$ cat src/hdl/bioad_pkg.sv
// Purpose: Constants for the bridge I/O window address decoder
// Assumes: Config space is reached one dword at a time with byte enables
// Notes:   Offsets are config-space byte offsets as printed
package bioad_pkg;

  // ==========================================================
  // Widths
  localparam int ADDR_W = 32;
  localparam int CFG_ADDR_W = 8;
  localparam int CFG_DATA_W = 32;
  localparam int CFG_BE_W = 4;

  // ==========================================================
  // Config-space offsets of the window registers
  localparam logic [7:0] IO_BASE_LOW_OFF = 8'h1c;
  localparam logic [7:0] IO_LIMIT_LOW_OFF = 8'h1d;
  localparam logic [7:0] IO_BASE_HIGH_OFF = 8'h30;
  localparam logic [7:0] IO_LIMIT_HIGH_OFF = 8'h32;

  // ==========================================================
  // Field layout
  localparam int NIB_MSB = 7;
  localparam int NIB_LSB = 4;
  localparam int HIGH_W = 16;
  localparam logic [3:0] CAP_32BIT = 4'h1;
  localparam logic [11:0] BASE_FILL = 12'h000;
  localparam logic [11:0] LIMIT_FILL = 12'hfff;

  // ==========================================================
  // Reset values
  localparam logic [3:0] BASE_NIB_RST = 4'h0;
  localparam logic [3:0] LIMIT_NIB_RST = 4'h0;
  localparam logic [15:0] BASE_HIGH_RST = 16'h0000;
  localparam logic [15:0] LIMIT_HIGH_RST = 16'h0000;
  localparam logic [31:0] LIMIT_RST_ADDR = 32'h00000fff;

  // ==========================================================
  // ISA aliasing: first 64KB, upper 768 bytes of each 1KB block
  localparam logic [15:0] ISA_HIGH_ZERO = 16'h0000;
  localparam int ISA_SEL_MSB = 9;
  localparam int ISA_SEL_LSB = 8;
  localparam logic [1:0] ISA_LOW_QUARTER = 2'h0;

endpackage

$ cat src/hdl/bioad_decoder.sv
// Purpose: I/O window decode for a two-port bridge, both directions
// Assumes: Requests and enables come from logic on the same clock
// Notes:   Decisions appear one clock after a request, address unchanged
`timescale 1ns/10ps

// What this block does
// - Inside window goes down, outside goes up
// - Forwarded addresses pass through untranslated
// - No downstream I/O without I/O enable
// - No upstream traffic without master enable
// - Master enable also allows upstream memory
// - Base above limit disables the window
// - Window 4KB granular, up to 4GB
// - Base low byte: bits 15:12, nibble 1h
// - Base high word supplies bits 31:16
// - Base resets to zero on either reset
// - Limit low byte: bits 15:12, fill FFFh
// - Limit high word supplies bits 31:16
// - Limit resets to top of bottom 4KB
// - ISA only affects window below 64KB
// - ISA: only low 256 bytes go down
// - ISA: upper 768 bytes go up
// - Otherwise upstream only outside window
// - Above 64KB plain base/limit decode
module bioad_decoder
(
  input  wire logic                            clk,
  input  wire logic                            arst_n,
  input  wire logic                            priBusRst_n,
  input  wire logic                            ioEnable,
  input  wire logic                            masterEnable,
  input  wire logic                            isaEnable,
  input  wire logic                            cfgWrEn,
  input  wire logic                            cfgRdEn,
  input  wire logic [bioad_pkg::CFG_ADDR_W-1:0] cfgAddr,
  input  wire logic [bioad_pkg::CFG_BE_W-1:0]   cfgByteEn,
  input  wire logic [bioad_pkg::CFG_DATA_W-1:0] cfgWrData,
  output logic      [bioad_pkg::CFG_DATA_W-1:0] cfgRdData_r,
  output logic                                  cfgRdValid_r,
  input  wire logic                            priReqValid,
  input  wire logic [bioad_pkg::ADDR_W-1:0]     priReqAddr,
  input  wire logic                            priReqIsIo,
  output logic                                  priFwd_r,
  output logic      [bioad_pkg::ADDR_W-1:0]     priFwdAddr_r,
  input  wire logic                            secReqValid,
  input  wire logic [bioad_pkg::ADDR_W-1:0]     secReqAddr,
  input  wire logic                            secReqIsIo,
  input  wire logic                            secReqIsMem,
  input  wire logic                            secMemHit,
  output logic                                  secFwd_r,
  output logic      [bioad_pkg::ADDR_W-1:0]     secFwdAddr_r,
  output logic                                  secFwdIsIo_r
);
  import bioad_pkg::*;

  // ==========================================================
  // Helper functions

  // Inclusive compare against the assembled window
  function automatic logic inWindow(input logic [ADDR_W-1:0] a,
                                    input logic [ADDR_W-1:0] lo,
                                    input logic [ADDR_W-1:0] hi);
    inWindow = (a >= lo) && (a <= hi);
  endfunction

  // ISA alias zone: below 64KB, upper 768 bytes of a 1KB block
  function automatic logic isaAlias(input logic [ADDR_W-1:0] a);
    isaAlias = (a[ADDR_W-1:HIGH_W] == ISA_HIGH_ZERO) &&
      (a[ISA_SEL_MSB:ISA_SEL_LSB] != ISA_LOW_QUARTER);
  endfunction

  // ==========================================================
  // Primary bus reset synchroniser

  logic priRstSync1_r;
  logic priRstSync2_r;

  // Two flops before the window registers see the pin
  always_ff @(posedge clk or negedge arst_n)
  begin
    if (!arst_n)
    begin
      priRstSync1_r <= 1'b0;
      priRstSync2_r <= 1'b0;
    end
    else
    begin
      priRstSync1_r <= priBusRst_n;
      priRstSync2_r <= priRstSync1_r;
    end
  end

  // ==========================================================
  // Config decode

  logic [3:0]        baseNib_r;
  logic [3:0]        limitNib_r;
  logic [HIGH_W-1:0] baseHigh_r;
  logic [HIGH_W-1:0] limitHigh_r;
  logic [3:0]        baseNib_nxt;
  logic [3:0]        limitNib_nxt;
  logic [HIGH_W-1:0] baseHigh_nxt;
  logic [HIGH_W-1:0] limitHigh_nxt;
  logic              hitLowDw;
  logic              hitHighDw;

  // Dword select; the byte lane is the low two offset bits
  assign hitLowDw  = (cfgAddr[7:2] == IO_BASE_LOW_OFF[7:2]);
  assign hitHighDw = (cfgAddr[7:2] == IO_BASE_HIGH_OFF[7:2]);

  // Next values with byte-enable merge
  assign baseNib_nxt = (cfgWrEn && hitLowDw &&
    cfgByteEn[IO_BASE_LOW_OFF[1:0]]) ?
    cfgWrData[8*IO_BASE_LOW_OFF[1:0]+NIB_LSB +: 4] : baseNib_r;
  assign limitNib_nxt = (cfgWrEn && hitLowDw &&
    cfgByteEn[IO_LIMIT_LOW_OFF[1:0]]) ?
    cfgWrData[8*IO_LIMIT_LOW_OFF[1:0]+NIB_LSB +: 4] : limitNib_r;
  assign baseHigh_nxt[7:0] = (cfgWrEn && hitHighDw &&
    cfgByteEn[IO_BASE_HIGH_OFF[1:0]]) ?
    cfgWrData[8*IO_BASE_HIGH_OFF[1:0] +: 8] : baseHigh_r[7:0];
  assign baseHigh_nxt[15:8] = (cfgWrEn && hitHighDw &&
    cfgByteEn[IO_BASE_HIGH_OFF[1:0]+1]) ?
    cfgWrData[8*IO_BASE_HIGH_OFF[1:0]+8 +: 8] : baseHigh_r[15:8];
  assign limitHigh_nxt[7:0] = (cfgWrEn && hitHighDw &&
    cfgByteEn[IO_LIMIT_HIGH_OFF[1:0]]) ?
    cfgWrData[8*IO_LIMIT_HIGH_OFF[1:0] +: 8] : limitHigh_r[7:0];
  assign limitHigh_nxt[15:8] = (cfgWrEn && hitHighDw &&
    cfgByteEn[IO_LIMIT_HIGH_OFF[1:0]+1]) ?
    cfgWrData[8*IO_LIMIT_HIGH_OFF[1:0]+8 +: 8] : limitHigh_r[15:8];

  // Window registers, cleared by chip or primary bus reset
  always_ff @(posedge clk or negedge arst_n)
  begin
    if (!arst_n)
    begin
      baseNib_r   <= BASE_NIB_RST;
      limitNib_r  <= LIMIT_NIB_RST;
      baseHigh_r  <= BASE_HIGH_RST;
      limitHigh_r <= LIMIT_HIGH_RST;
    end
    else if (!priRstSync2_r)
    begin
      baseNib_r   <= BASE_NIB_RST;
      limitNib_r  <= LIMIT_NIB_RST;
      baseHigh_r  <= BASE_HIGH_RST;
      limitHigh_r <= LIMIT_HIGH_RST;
    end
    else
    begin
      baseNib_r   <= baseNib_nxt;
      limitNib_r  <= limitNib_nxt;
      baseHigh_r  <= baseHigh_nxt;
      limitHigh_r <= limitHigh_nxt;
    end
  end

  // ==========================================================
  // Readback

  logic [CFG_DATA_W-1:0] rdLowDw;
  logic [CFG_DATA_W-1:0] rdHighDw;
  logic [CFG_DATA_W-1:0] cfgRdData_nxt;

  // Low nibbles always read 1h; other lanes read zero
  assign rdLowDw  = {16'h0000, limitNib_r, CAP_32BIT,
                     baseNib_r, CAP_32BIT};
  assign rdHighDw = {limitHigh_r, baseHigh_r};
  assign cfgRdData_nxt = hitLowDw  ? rdLowDw  :
                         hitHighDw ? rdHighDw : '0;

  // Read data held until the next read
  always_ff @(posedge clk or negedge arst_n)
  begin
    if (!arst_n)
    begin
      cfgRdData_r  <= '0;
      cfgRdValid_r <= 1'b0;
    end
    else
    begin
      cfgRdValid_r <= cfgRdEn;
      if (cfgRdEn)
        cfgRdData_r <= cfgRdData_nxt;
    end
  end

  // ==========================================================
  // Window assembly and decisions

  logic [ADDR_W-1:0] baseAddr;
  logic [ADDR_W-1:0] limitAddr;
  logic              priIsaBlock;
  logic              secIsaPass;
  logic              priDown;
  logic              secUpIo;
  logic              secUpMem;

  // 4KB-aligned bounds from the register fields
  assign baseAddr  = {baseHigh_r, baseNib_r, BASE_FILL};
  assign limitAddr = {limitHigh_r, limitNib_r, LIMIT_FILL};

  // ISA alias only matters inside the window
  assign priIsaBlock = isaEnable && isaAlias(priReqAddr);
  assign secIsaPass  = isaEnable && isaAlias(secReqAddr);

  // Downstream: enabled I/O inside window, not ISA-blocked
  assign priDown = priReqValid && priReqIsIo && ioEnable &&
    inWindow(priReqAddr, baseAddr, limitAddr) &&
    !priIsaBlock;

  // Upstream I/O: outside window, or ISA alias region
  assign secUpIo = secReqValid && secReqIsIo && masterEnable &&
    (!inWindow(secReqAddr, baseAddr, limitAddr) ||
     secIsaPass);

  // Upstream memory: master enable and not claimed downstream
  assign secUpMem = secReqValid && secReqIsMem && masterEnable &&
    !secMemHit;

  // Registered decisions, address forwarded unchanged
  always_ff @(posedge clk or negedge arst_n)
  begin
    if (!arst_n)
    begin
      priFwd_r     <= 1'b0;
      priFwdAddr_r <= '0;
      secFwd_r     <= 1'b0;
      secFwdAddr_r <= '0;
      secFwdIsIo_r <= 1'b0;
    end
    else
    begin
      priFwd_r     <= priDown;
      secFwd_r     <= secUpIo || secUpMem;
      secFwdIsIo_r <= secUpIo;
      if (priReqValid)
        priFwdAddr_r <= priReqAddr;
      if (secReqValid)
        secFwdAddr_r <= secReqAddr;
    end
  end

  // ==========================================================
  // Assertions

  AST_DOWN_FWD: assert property (@(posedge clk) disable iff (!arst_n)
    priDown |=> priFwd_r && (priFwdAddr_r == $past(priReqAddr)))
    else $error("in-window primary I/O not forwarded");

  AST_UP_ADDR: assert property (@(posedge clk) disable iff (!arst_n)
    secReqValid ##1 secFwd_r |-> secFwdAddr_r == $past(secReqAddr))
    else $error("upstream address altered");

  AST_NO_IO_EN: assert property (@(posedge clk) disable iff (!arst_n)
    !ioEnable |=> !priFwd_r)
    else $error("downstream forward without I/O enable");

  AST_NO_MASTER: assert property (@(posedge clk) disable iff (!arst_n)
    !masterEnable |=> !secFwd_r)
    else $error("upstream forward without master enable");

  AST_MEM_UP: assert property (@(posedge clk) disable iff (!arst_n)
    (secReqValid && secReqIsMem && masterEnable && !secMemHit)
    |=> secFwd_r && !secFwdIsIo_r)
    else $error("upstream memory not forwarded");

  AST_WIN_OFF: assert property (@(posedge clk) disable iff (!arst_n)
    (baseAddr > limitAddr) && secReqValid && secReqIsIo && masterEnable
    |=> secFwd_r && secFwdIsIo_r && !priFwd_r)
    else $error("disabled window still decodes");

  AST_BOUNDS: assert property (@(posedge clk) disable iff (!arst_n)
    (baseAddr[11:0] == BASE_FILL) && (limitAddr[11:0] == LIMIT_FILL))
    else $error("window not 4KB aligned");

  AST_CAP_NIB: assert property (@(posedge clk) disable iff (!arst_n)
    cfgRdEn && hitLowDw |=> (cfgRdData_r[3:0] == CAP_32BIT) &&
    (cfgRdData_r[11:8] == CAP_32BIT) &&
    (cfgRdData_r[7:4] == $past(baseNib_r)))
    else $error("low dword readback wrong");

  AST_RST_WIN: assert property (@(posedge clk) disable iff (!arst_n)
    !priRstSync2_r |=> (baseAddr == '0) && (limitAddr == LIMIT_RST_ADDR))
    else $error("window not reset by primary bus reset");

  AST_ISA_DOWN: assert property (@(posedge clk) disable iff (!arst_n)
    (priReqValid && isaEnable && isaAlias(priReqAddr)) |=> !priFwd_r)
    else $error("ISA alias forwarded downstream");

  AST_ISA_UP: assert property (@(posedge clk) disable iff (!arst_n)
    (secReqValid && secReqIsIo && isaEnable && masterEnable &&
     isaAlias(secReqAddr)) |=> secFwd_r && secFwdIsIo_r)
    else $error("ISA alias not forwarded upstream");

  AST_IN_WIN_UP: assert property (@(posedge clk) disable iff (!arst_n)
    (secReqValid && secReqIsIo && !secReqIsMem && !secIsaPass &&
     inWindow(secReqAddr, baseAddr, limitAddr)) |=> !secFwd_r)
    else $error("in-window secondary I/O forwarded upstream");

endmodule

$ cat config.mk
export PLATFORM = sky130hd
export DESIGN_NAME = bioad_decoder
export DESIGN_NICKNAME = d
export VERILOG_FILES = /design/src/hdl/bioad_pkg.sv /design/src/hdl/bioad_decoder.sv
export SDC_FILE = /design/constraint.sdc
export NUM_CORES = 1
export LEC_CHECK = 0
export BUFFER_PORTS_ARGS = -buffer_cell sky130_fd_sc_hd__buf_2
export CAP_MARGIN = 15
export CORE_MARGIN = 2
export CORE_UTILIZATION = 28
export CTS_CLUSTER_DIAMETER = 120
export DETAILED_ROUTE_END_ITERATION = 8
export GPL_ROUTABILITY_DRIVEN = 0
export PLACE_DENSITY = 0.48
export SLEW_MARGIN = 5
export SYNTH_ARGS = -nofsm -noshare
export SYNTH_HDL_FRONTEND = slang
export SYNTH_SLANG_ARGS = --single-unit
$ cat constraint.sdc
create_clock -name clk -period 3.9 [get_ports clk]
set_clock_uncertainty 0.1 [all_clocks]
set_input_delay 0.195 -clock clk [delete_from_list [all_inputs] [get_ports clk]]
set_output_delay 0.195 -clock clk [all_outputs]
set_load 0.03 [all_outputs]
# == Word-level counts from Yosys, hierarchy flattened ==
# Cells that the tools add are included.
# classes
eq_ne,8
mux,12
n_reduce_logical,33
order_cmp,4
# ops
operator,count
$ge 32x32->1,2
$le 32x32->1,2
$mux 32,2
$logic_not 16->1,2
$mux 16,2
$mux 8,4
$logic_and 1x1->1,24
$mux 4,4
$ne 2x1->1 const B,6
$eq 6x3->1 const B,1
$eq 6x4->1 const B,1
$reduce_bool 2->1,2
$logic_not 1->1,3
$logic_or 1x1->1,2
# word_totals
in_bits,122
regBits,142
out_inout_bits,100

# == Longest topological paths before layout ==
# Gate-level depths: netlist of the first run.
# logic_depth
depth_word,6
depth_mapped,8

# == Least setup slack after synthesis of the first run ==
# Ideal clock, no wire load.
# synth_path
kind,register to register
start,register limitHigh_r[6]
end,register secFwd_r
slack_ns,1.909
t_arrival_ns,1.757
setup_ns,0.134
stages_incl_launch_ff,9
path_cell_list,dfrtp_1 -> inv_1 -> ha_1 -> and4_1 -> nor4bb_1 -> and2_1 -> o41ai_1 -> a211oi_1 -> a21oi_1
# synth_via
elab_chain_len,6
# synth_lines
item,line_no,source
"start, declared",bioad_decoder.sv:99,logic [HIGH_W-1:0] limitHigh_r;
"start signal, assigned",bioad_decoder.sv:153,limitHigh_r <= limitHigh_nxt;
$le 32x32->1,bioad_decoder.sv:63,inWindow = (a >= lo) && (a <= hi);
$logic_and 1x1->1,bioad_decoder.sv:63,
$logic_not 1->1,bioad_decoder.sv:213,"(!inWindow(secReqAddr, baseAddr, limitAddr) ||"
$logic_or 1x1->1,bioad_decoder.sv:213,
$logic_and 1x1->1,bioad_decoder.sv:212,assign secUpIo = secReqValid && secReqIsIo && masterEnable &&
$logic_or 1x1->1,bioad_decoder.sv:234,secFwd_r <= secUpIo || secUpMem;
"end signal, assigned",bioad_decoder.sv:234,
"end, declared",bioad_decoder.sv:50,"output logic secFwd_r,"
# Every way passes these cells.
# A chain may end at the register's enable or synchronous reset.

# == Worst setup path in the final report of the first run ==
# layout_path
start,register limitNib_r[1]
end,register secFwd_r
# layout_via
elab_chain_len,6
# layout_lines
item,line_no,source
"start, declared",bioad_decoder.sv:97,logic [3:0] limitNib_r;
"start signal, assigned",bioad_decoder.sv:151,limitNib_r <= limitNib_nxt;
$le 32x32->1,bioad_decoder.sv:63,
$logic_and 1x1->1,bioad_decoder.sv:63,
$logic_not 1->1,bioad_decoder.sv:213,
$logic_or 1x1->1,bioad_decoder.sv:213,
$logic_and 1x1->1,bioad_decoder.sv:212,
$logic_or 1x1->1,bioad_decoder.sv:234,
# Every way passes these cells.

==> results of run 1 <==
## kinds of logic after synthesis
group,Yosys count,synth area share [%]
simple gates,169,12.6
flops,142,46.4
compound gates,112,8.78
mux,104,14.6
fa+ha+maj,80,13.1
buf+inv,90,4.43
## routing by layer
layer | GRT usage, % | vias up | share of wire [%]
li1 | - | 3112 | -
met1 | 22.7 | 3086 | 46
met2 | 28.9 | 156 | 48
met3 | 4.10 | 26 | 4.4
met4 | 4.76 | 0 | 1.6
met5 | 0 | - | 0
## worst min path at each step
stage	start	to	cells after the start
finish	priReqAddr[26]	priFwdAddr_r[26]$_DFFE_PN0P_	2
floorplan	arst_n	baseHigh_r[0]$_DFFE_PN0P_	0
global placement	priBusRst_n	priRstSync1_r$_DFF_PN0_	1
CTS	secReqAddr[19]	secFwdAddr_r[19]$_DFFE_PN0P_	2
detailed placement	priBusRst_n	priRstSync1_r$_DFF_PN0_	1
global route	secReqAddr[28]	secFwdAddr_r[28]$_DFFE_PN0P_	2
## final cells by class
cell class                 count  area, µm²  share of cell area, %
multi-input combinational    465       3770                   35.6
sequential                   142       3550                   33.6
timing repair buffer         307       2010                   18.9
clock buffer                  21        460                   4.35
tap                          341        427                   4.03
inverter                      63        236                   2.23
clock inverter                 9        136                   1.29
antenna                        1       2.50                 0.0236
## synthesized netlist by cell type (all sizes together) (2+ instances only)
cell type,instances
dfrtp,142
ha,80
mux2,64
inv,63
nor2b,43
a21oi,41
mux2i,40
nand3,34
o21ai,34
nor2,24
clkbuf,21
nand4,19
nand2,16
nor4,11
a22oi,8
a21o,7
and4,6
buf,6
a211oi,4
o21a,4
nor3,3
nor4b,3
a2111oi,2
a211o,2
a221oi,2
and3,2
and4b,2
nand2b,2
or4,2
## state kept, by name, indices dropped and copies added (netlist names)
signal,cells
cfgRdData_r,32
limitHigh_r,16
cfgRdValid_r,1
priFwd_r,1
secFwd_r,1
secFwdAddr_r,32
limitNib_r,4
priFwdAddr_r,32
secFwdIsIo_r,1
priRstSync1_r,1
baseHigh_r,16
priRstSync2_r,1
baseNib_r,4
## worst max-delay path, stage by stage, from the launching register on
cell           delay [ns]
dfrtp_1              0.39
inv_1                0.11
ha_1                 0.31
nand4_1              0.14
nor4_1               0.48
and2_1               0.22
o41ai_1              0.08
a211oi_1             0.52
a21oi_1              0.13
dlygate4sd3_1        0.58
## through the flow
stage	setup WS (ns)	util [%]
5_1_grt	0.555	39.4
3_3_place_gp	1.31	33.9
2_1_floorplan	1.91	-
6_report	0.719	39.4
3_5_place_dp	1.28	33.9
4_1_cts	0.733	39.2
## power by group through the flow
| stage | registers (W) | logic (W) | clock network [W] |
|---|---|---|---|
| CTS | 0.00159 | 0.000684 | 0.00174 |
| detailed placement | 0.00162 | 0.000617 | 0 |
| global route | 0.00160 | 0.000744 | 0.00181 |
| global placement | 0.00162 | 0.000611 | 0 |
| floorplan | 0.00177 | 0.000196 | 0 |
| finish | 0.00159 | 0.000684 | 0.00169 |
## repair_timing
action                                  CTS  global route
hold endpoints to repair                176             2
buffers inserted                          0             0
endpoints found under the setup margin    0             0
hold buffers                             82             2
==> metrics, run 1 <==
Hold Fails Final Rpt=0; clk_lat worst skew=0.42 ns; Core Rows=60; first-pass GRT wire length=37.8 mm; worst r2r src=limitNib_r[1]$_DFFE_PN0P_; post-synthesis register bit count=142; combinational share of power=17.3%; total internal power=0.00287 W; Starting DRT DRC Count=253; starting density of the core=28.5%; CP endpoint kind=flop; Non-Filler Instances=1349; fin area=10600 µm²; commonest cells after routing, fill and taps aside=buf_2 (218), dfrtp_1 (142), dlygate4sd3_1 (84), ha_1 (80), mux2_2 (64); post-cts resize count=0; CP Data Arrival Time=3.38 ns; Area after DPL=9120 µm²; sequential power share=40.1%; EDFF count, synth=0; worst-case reg-to-reg path depth=9; Pleak=4.95 nW; TritonCTS clock tree=built; most common cell after layout, fill and taps aside=buf_2; clock buffer depth=2; reg2reg setup slack=0.72 ns; R2R Path End=secFwd_r$_DFF_PN0_; vias=6380; average size of a mapped cell=11.0 µm²; Layout fillers=2713; hold slack=0.00691 ns; Cell variety after synth=42; post-synthesis sequential area ratio=46.4%; Total Power=0.00396 W; Yosys warnings=0; post-DR wirelength/cell=18.2 µm; largest net degree at the start of global routing=91; core area=26900 µm²; Peak VDD IR=0.262 mV; vias in the first global route=6550; Die Wd=169 µm; Clk Tree Root Cell=clkbuf_16; kind of start point of the critical path=flop; Min-Delay Path Class=in2reg; initial antenna violation count=1; CP Class=reg2reg; max-slew violations=0; Post-Place Cells=1233; switching pwr=0.00109 W; area leader, netlist=dfrtp_1; top-level port count=222; total CTS buffers=17; DIE HEIGHT=169 µm; status=complete, no violations; htree depth=4; Post-DP HPWL=18.7 mm; DRT Wirelength=24.5 mm; Setup crit start=limitNib_r[1]$_DFFE_PN0P_; CP required=4.10 ns; antenna viol nets, final=0; Fmax achieved=0.314 GHz; Slew headroom=27.3%; Worst setup endpoint=secFwd_r$_DFF_PN0_; # setup viols final=0; RSZ-0062 raised after global routing=no; Tcrit/Tclk final=81.6%; mapped cell area=7650 µm²; Num Clock Sinks=142; Remaining Overflow, GRT=0; Synth area leaders=dfrtp_1 (46%), ha_1 (13%), mux2_2 (9.4%); synthesized net count=899; synthesized netlist cell count=697; fraction of layout cells with a size suffix above 1=31.9%; max-cap check violation count=0; Fin Setup TNS=0 ns; number of buffers added on ports=219; Final min period=3.18 ns; synthesis-to-finish area growth=38.4%; top cell type's share of synthesized area=46.4%; Power per Cell Area=374 nW/µm²; Net Sw Frac=27.6%; worst-path maximum fanout=3; Slew @ Worst Pin=1.09 ns; ys async rst share=100%; die area=28700 µm²; Clock Power Share=42.6%; CTS clock-pin slew for the worst setup and hold paths=0.06 ns; DRC Markers=0; vias per cell=4.73; GR Util All Layers=17.4%; top_reg_cell synth=dfrtp_1; DR pass1 iterations=4; # nets final=1198
(Power assumes the default switching activity.)
==> run 2, diff against run 1 <==
- ABC_AREA: default -> 1
- clock period: 3.9 -> 3.3 ns (I/O delays scaled with it)
==> metrics, run 2 <==
Most Frequent Cell on Critical Path=nand2_1; DRC Markers=0; total CTS buffers=17; reg2reg setup slack=0.76 ns; area leader, netlist=dfrtp_1; Die Wd=169 µm; DR pass1 iterations=4; delay-heaviest family, CP=simple AND/OR/NAND/NOR gates; kind of start point of the critical path=flop; postcts setup bufs=0; Slew headroom=30.8%; post-synthesis register bit count=142; EDFF count, synth=0; Area after DPL=9090 µm²; status=complete, no violations; Remaining Overflow, GRT=0; post-cts resize count=0; vias=6884; # nets final=1354; Max stage delay on crit path=0.56 ns; Worst setup endpoint=secFwd_r$_DFF_PN0_; RSZ-0062 raised after global routing=no; DRT Wirelength=24.7 mm; number of buffers added on ports=219; n_diodes=0; vias in the first global route=6838; Final min period=2.54 ns; CTS clock-pin slew for the worst setup and hold paths=0.06 ns; synthesized netlist cell count=823; DIE HEIGHT=169 µm; fin area=10800 µm²; Fin Setup TNS=0 ns; clock buffer depth=2; Num Clock Sinks=142; CP required=3.50 ns; Pleak=5.26 nW; top cell type's share of synthesized area=46.8%; core area=26800 µm²; mapped cell area=7600 µm²; Slew @ Worst Pin=1.04 ns; clk_lat worst skew=0.42 ns; CP Depth=12; fraction of layout cells with a size suffix above 1=28.1%; commonest cells after routing, fill and taps aside=buf_2 (218), nand2_1 (174), dfrtp_1 (142), dlygate4sd3_1 (105), inv_1 (82); htree depth=4; starting density of the core=28.4%; Post-synth top cells=nand2_1 (174), dfrtp_1 (142), inv_1 (82); average size of a mapped cell=9.23 µm²; Fmax achieved=0.394 GHz; CP endpoint kind=flop; Slowest-stage cell, CP=dlygate4sd3_1; GR Util All Layers=17.5%; Layout fillers=2702; Peak VDD IR=0.306 mV; Min-Delay Path Class=in2reg; top flop regs=cfgRdData_r x32, priFwdAddr_r x32, secFwdAddr_r x32; TritonCTS clock tree=built; Cell variety after synth=34; ys async rst share=100%; top-level port count=222; Clk Tree Root Cell=clkbuf_16; Tcrit/Tclk final=76.9%; largest net degree at the start of global routing=75; worst-case reg-to-reg path depth=12; Power per Cell Area=450 nW/µm²; Hold Fails Final Rpt=0; first-pass GRT wire length=37.9 mm; synthesized net count=1025; CP bufs+invs=3; max-slew violations=0; synthesis-to-finish area growth=41.6%; Yosys warnings=0; CP Data Arrival Time=2.73 ns; most frequent cell after synthesis=nand2_1; Hold Startpoint=secReqAddr[18]; CP Class=reg2reg; antenna viol nets, final=0; worst-path maximum fanout=3; cells along the critical path=inv_1 > ha_1 > nand2_1 > inv_1 > nand3_1 > nor3_1 > nand3_1 > nand2_1 > nand3_1 > nand2_1 > nand2_1 > dlygate4sd3_1; most common cell after layout, fill and taps aside=buf_2; Synth area leaders=dfrtp_1 (47%), ha_1 (13%), nand2_1 (8.6%); R2R Path End=secFwd_r$_DFF_PN0_; top_reg_cell synth=dfrtp_1; Starting DRT DRC Count=258; worst r2r src=limitNib_r[3]$_DFFE_PN0P_; die area=28500 µm²; # setup viols final=0; max-cap check violation count=0; post-synthesis sequential area ratio=46.8%; Core Rows=60; vias per cell=4.57; initial antenna violation count=0; CTS Hold Bufs=104; Post-DP HPWL=18.8 mm; Setup crit start=limitNib_r[3]$_DFFE_PN0P_; post-DR wirelength/cell=16.4 µm
run 2: cell types whose count changed after synthesis, moves of 7 or more:
cell      delta
inv_1       +19
nand3_1      +7
clkbuf_1    -14
a22oi_1      -8
o21ai_0     +23
mux2_2      -12
nor2_1      +35
mux2i_1     -40
o211ai_1     +7
nand4_1      -9
nor2b_1     -43
buf_2       +10
nand2_1    +158
o21ai_1     +13
run 2: layout make-up:
cell class | count | area [µm²] | share of cell area, %
multi-input cells | 573 | 3620 | 33.6
flip-flops and latches | 142 | 3550 | 33.0
repair buffers | 330 | 2210 | 20.5
clock buffers | 18 | 439 | 4.08
well taps | 341 | 427 | 3.96
inverters | 88 | 333 | 3.09
clock inverters | 14 | 184 | 1.71
run 2: stage by stage:
step / hold WS [ns] / power (W) / std cells / setup slack (ns) / util [%]
floorplan: -0.231 / 0.00239 / 823 / 1.74 / -
global placement: 0.161 / 0.00272 / 1369 / 1.29 / 33.9
detailed placement: 0.160 / 0.00273 / 1369 / 1.29 / 33.9
CTS: 0.00127 / 0.00492 / 1505 / 0.731 / 40.1
global route: 0.00910 / 0.00509 / 1506 / 0.522 / 40.2
finish: 0.0126 / 0.00485 / 1506 / 0.762 / 40.2
run 2: metal layers:
| metal | global-route usage, % | vias to the layer above | part of all wire (%) |
|---|---|---|---|
| met5 | 0 | - | 0 |
| met4 | 4.99 | 0 | 1.5 |
| met3 | 2.76 | 19 | 4.2 |
| met2 | 30.2 | 169 | 49 |
| met1 | 22.8 | 3270 | 45 |
| li1 | - | 3426 | - |
run 2: worst min-delay path by stage:
stage	depth (start not counted)	slack (ns)	endpoint
floorplan	0	-0.23	baseHigh_r[0]$_DFFE_PN0P_
global placement	1	0.16	secFwdAddr_r[30]$_DFFE_PN0P_
detailed placement	1	0.16	cfgRdData_r[15]$_DFFE_PN0P_
CTS	2	0.001	secFwdAddr_r[18]$_DFFE_PN0P_
global route	2	0.009	secFwdAddr_r[18]$_DFFE_PN0P_
finish	2	0.01	secFwdAddr_r[18]$_DFFE_PN0P_
run 2: kinds of logic (layout without fill, tap and decap cells):
logic type	count (synthesis)	after routing	synth area share (%)
flip-flops	142	142	46.8
AO/OA/AOI/OAI	133	133	9.32
adder cells (fa/ha/maj)	80	80	13.2
buffers and inverters	108	450	5.65
multiplexers	52	52	7.71
AND/OR/NAND/NOR	308	308	17.4
run 2: worst reg2reg max path: stages, from the launching register on:
cell and delay (ns):
dfrtp_1 0.39, inv_1 0.11, ha_1 0.31, nand2_1 0.05, inv_1 0.06, nand3_1 0.06, nor3_1 0.29, nand3_1 0.14
nand2_1 0.09, nand3_1 0.11, nand2_1 0.10, nand2_1 0.05, dlygate4sd3_1 0.56
run 2: report_power, final:
part	total [W]	internal [W]	switching, W
clock	0.00206	0.00123	0.000831
sequential	0.00189	0.00184	0.0000537
combinational	0.000896	0.000357	0.000539
total	0.00485	0.00342	0.00142
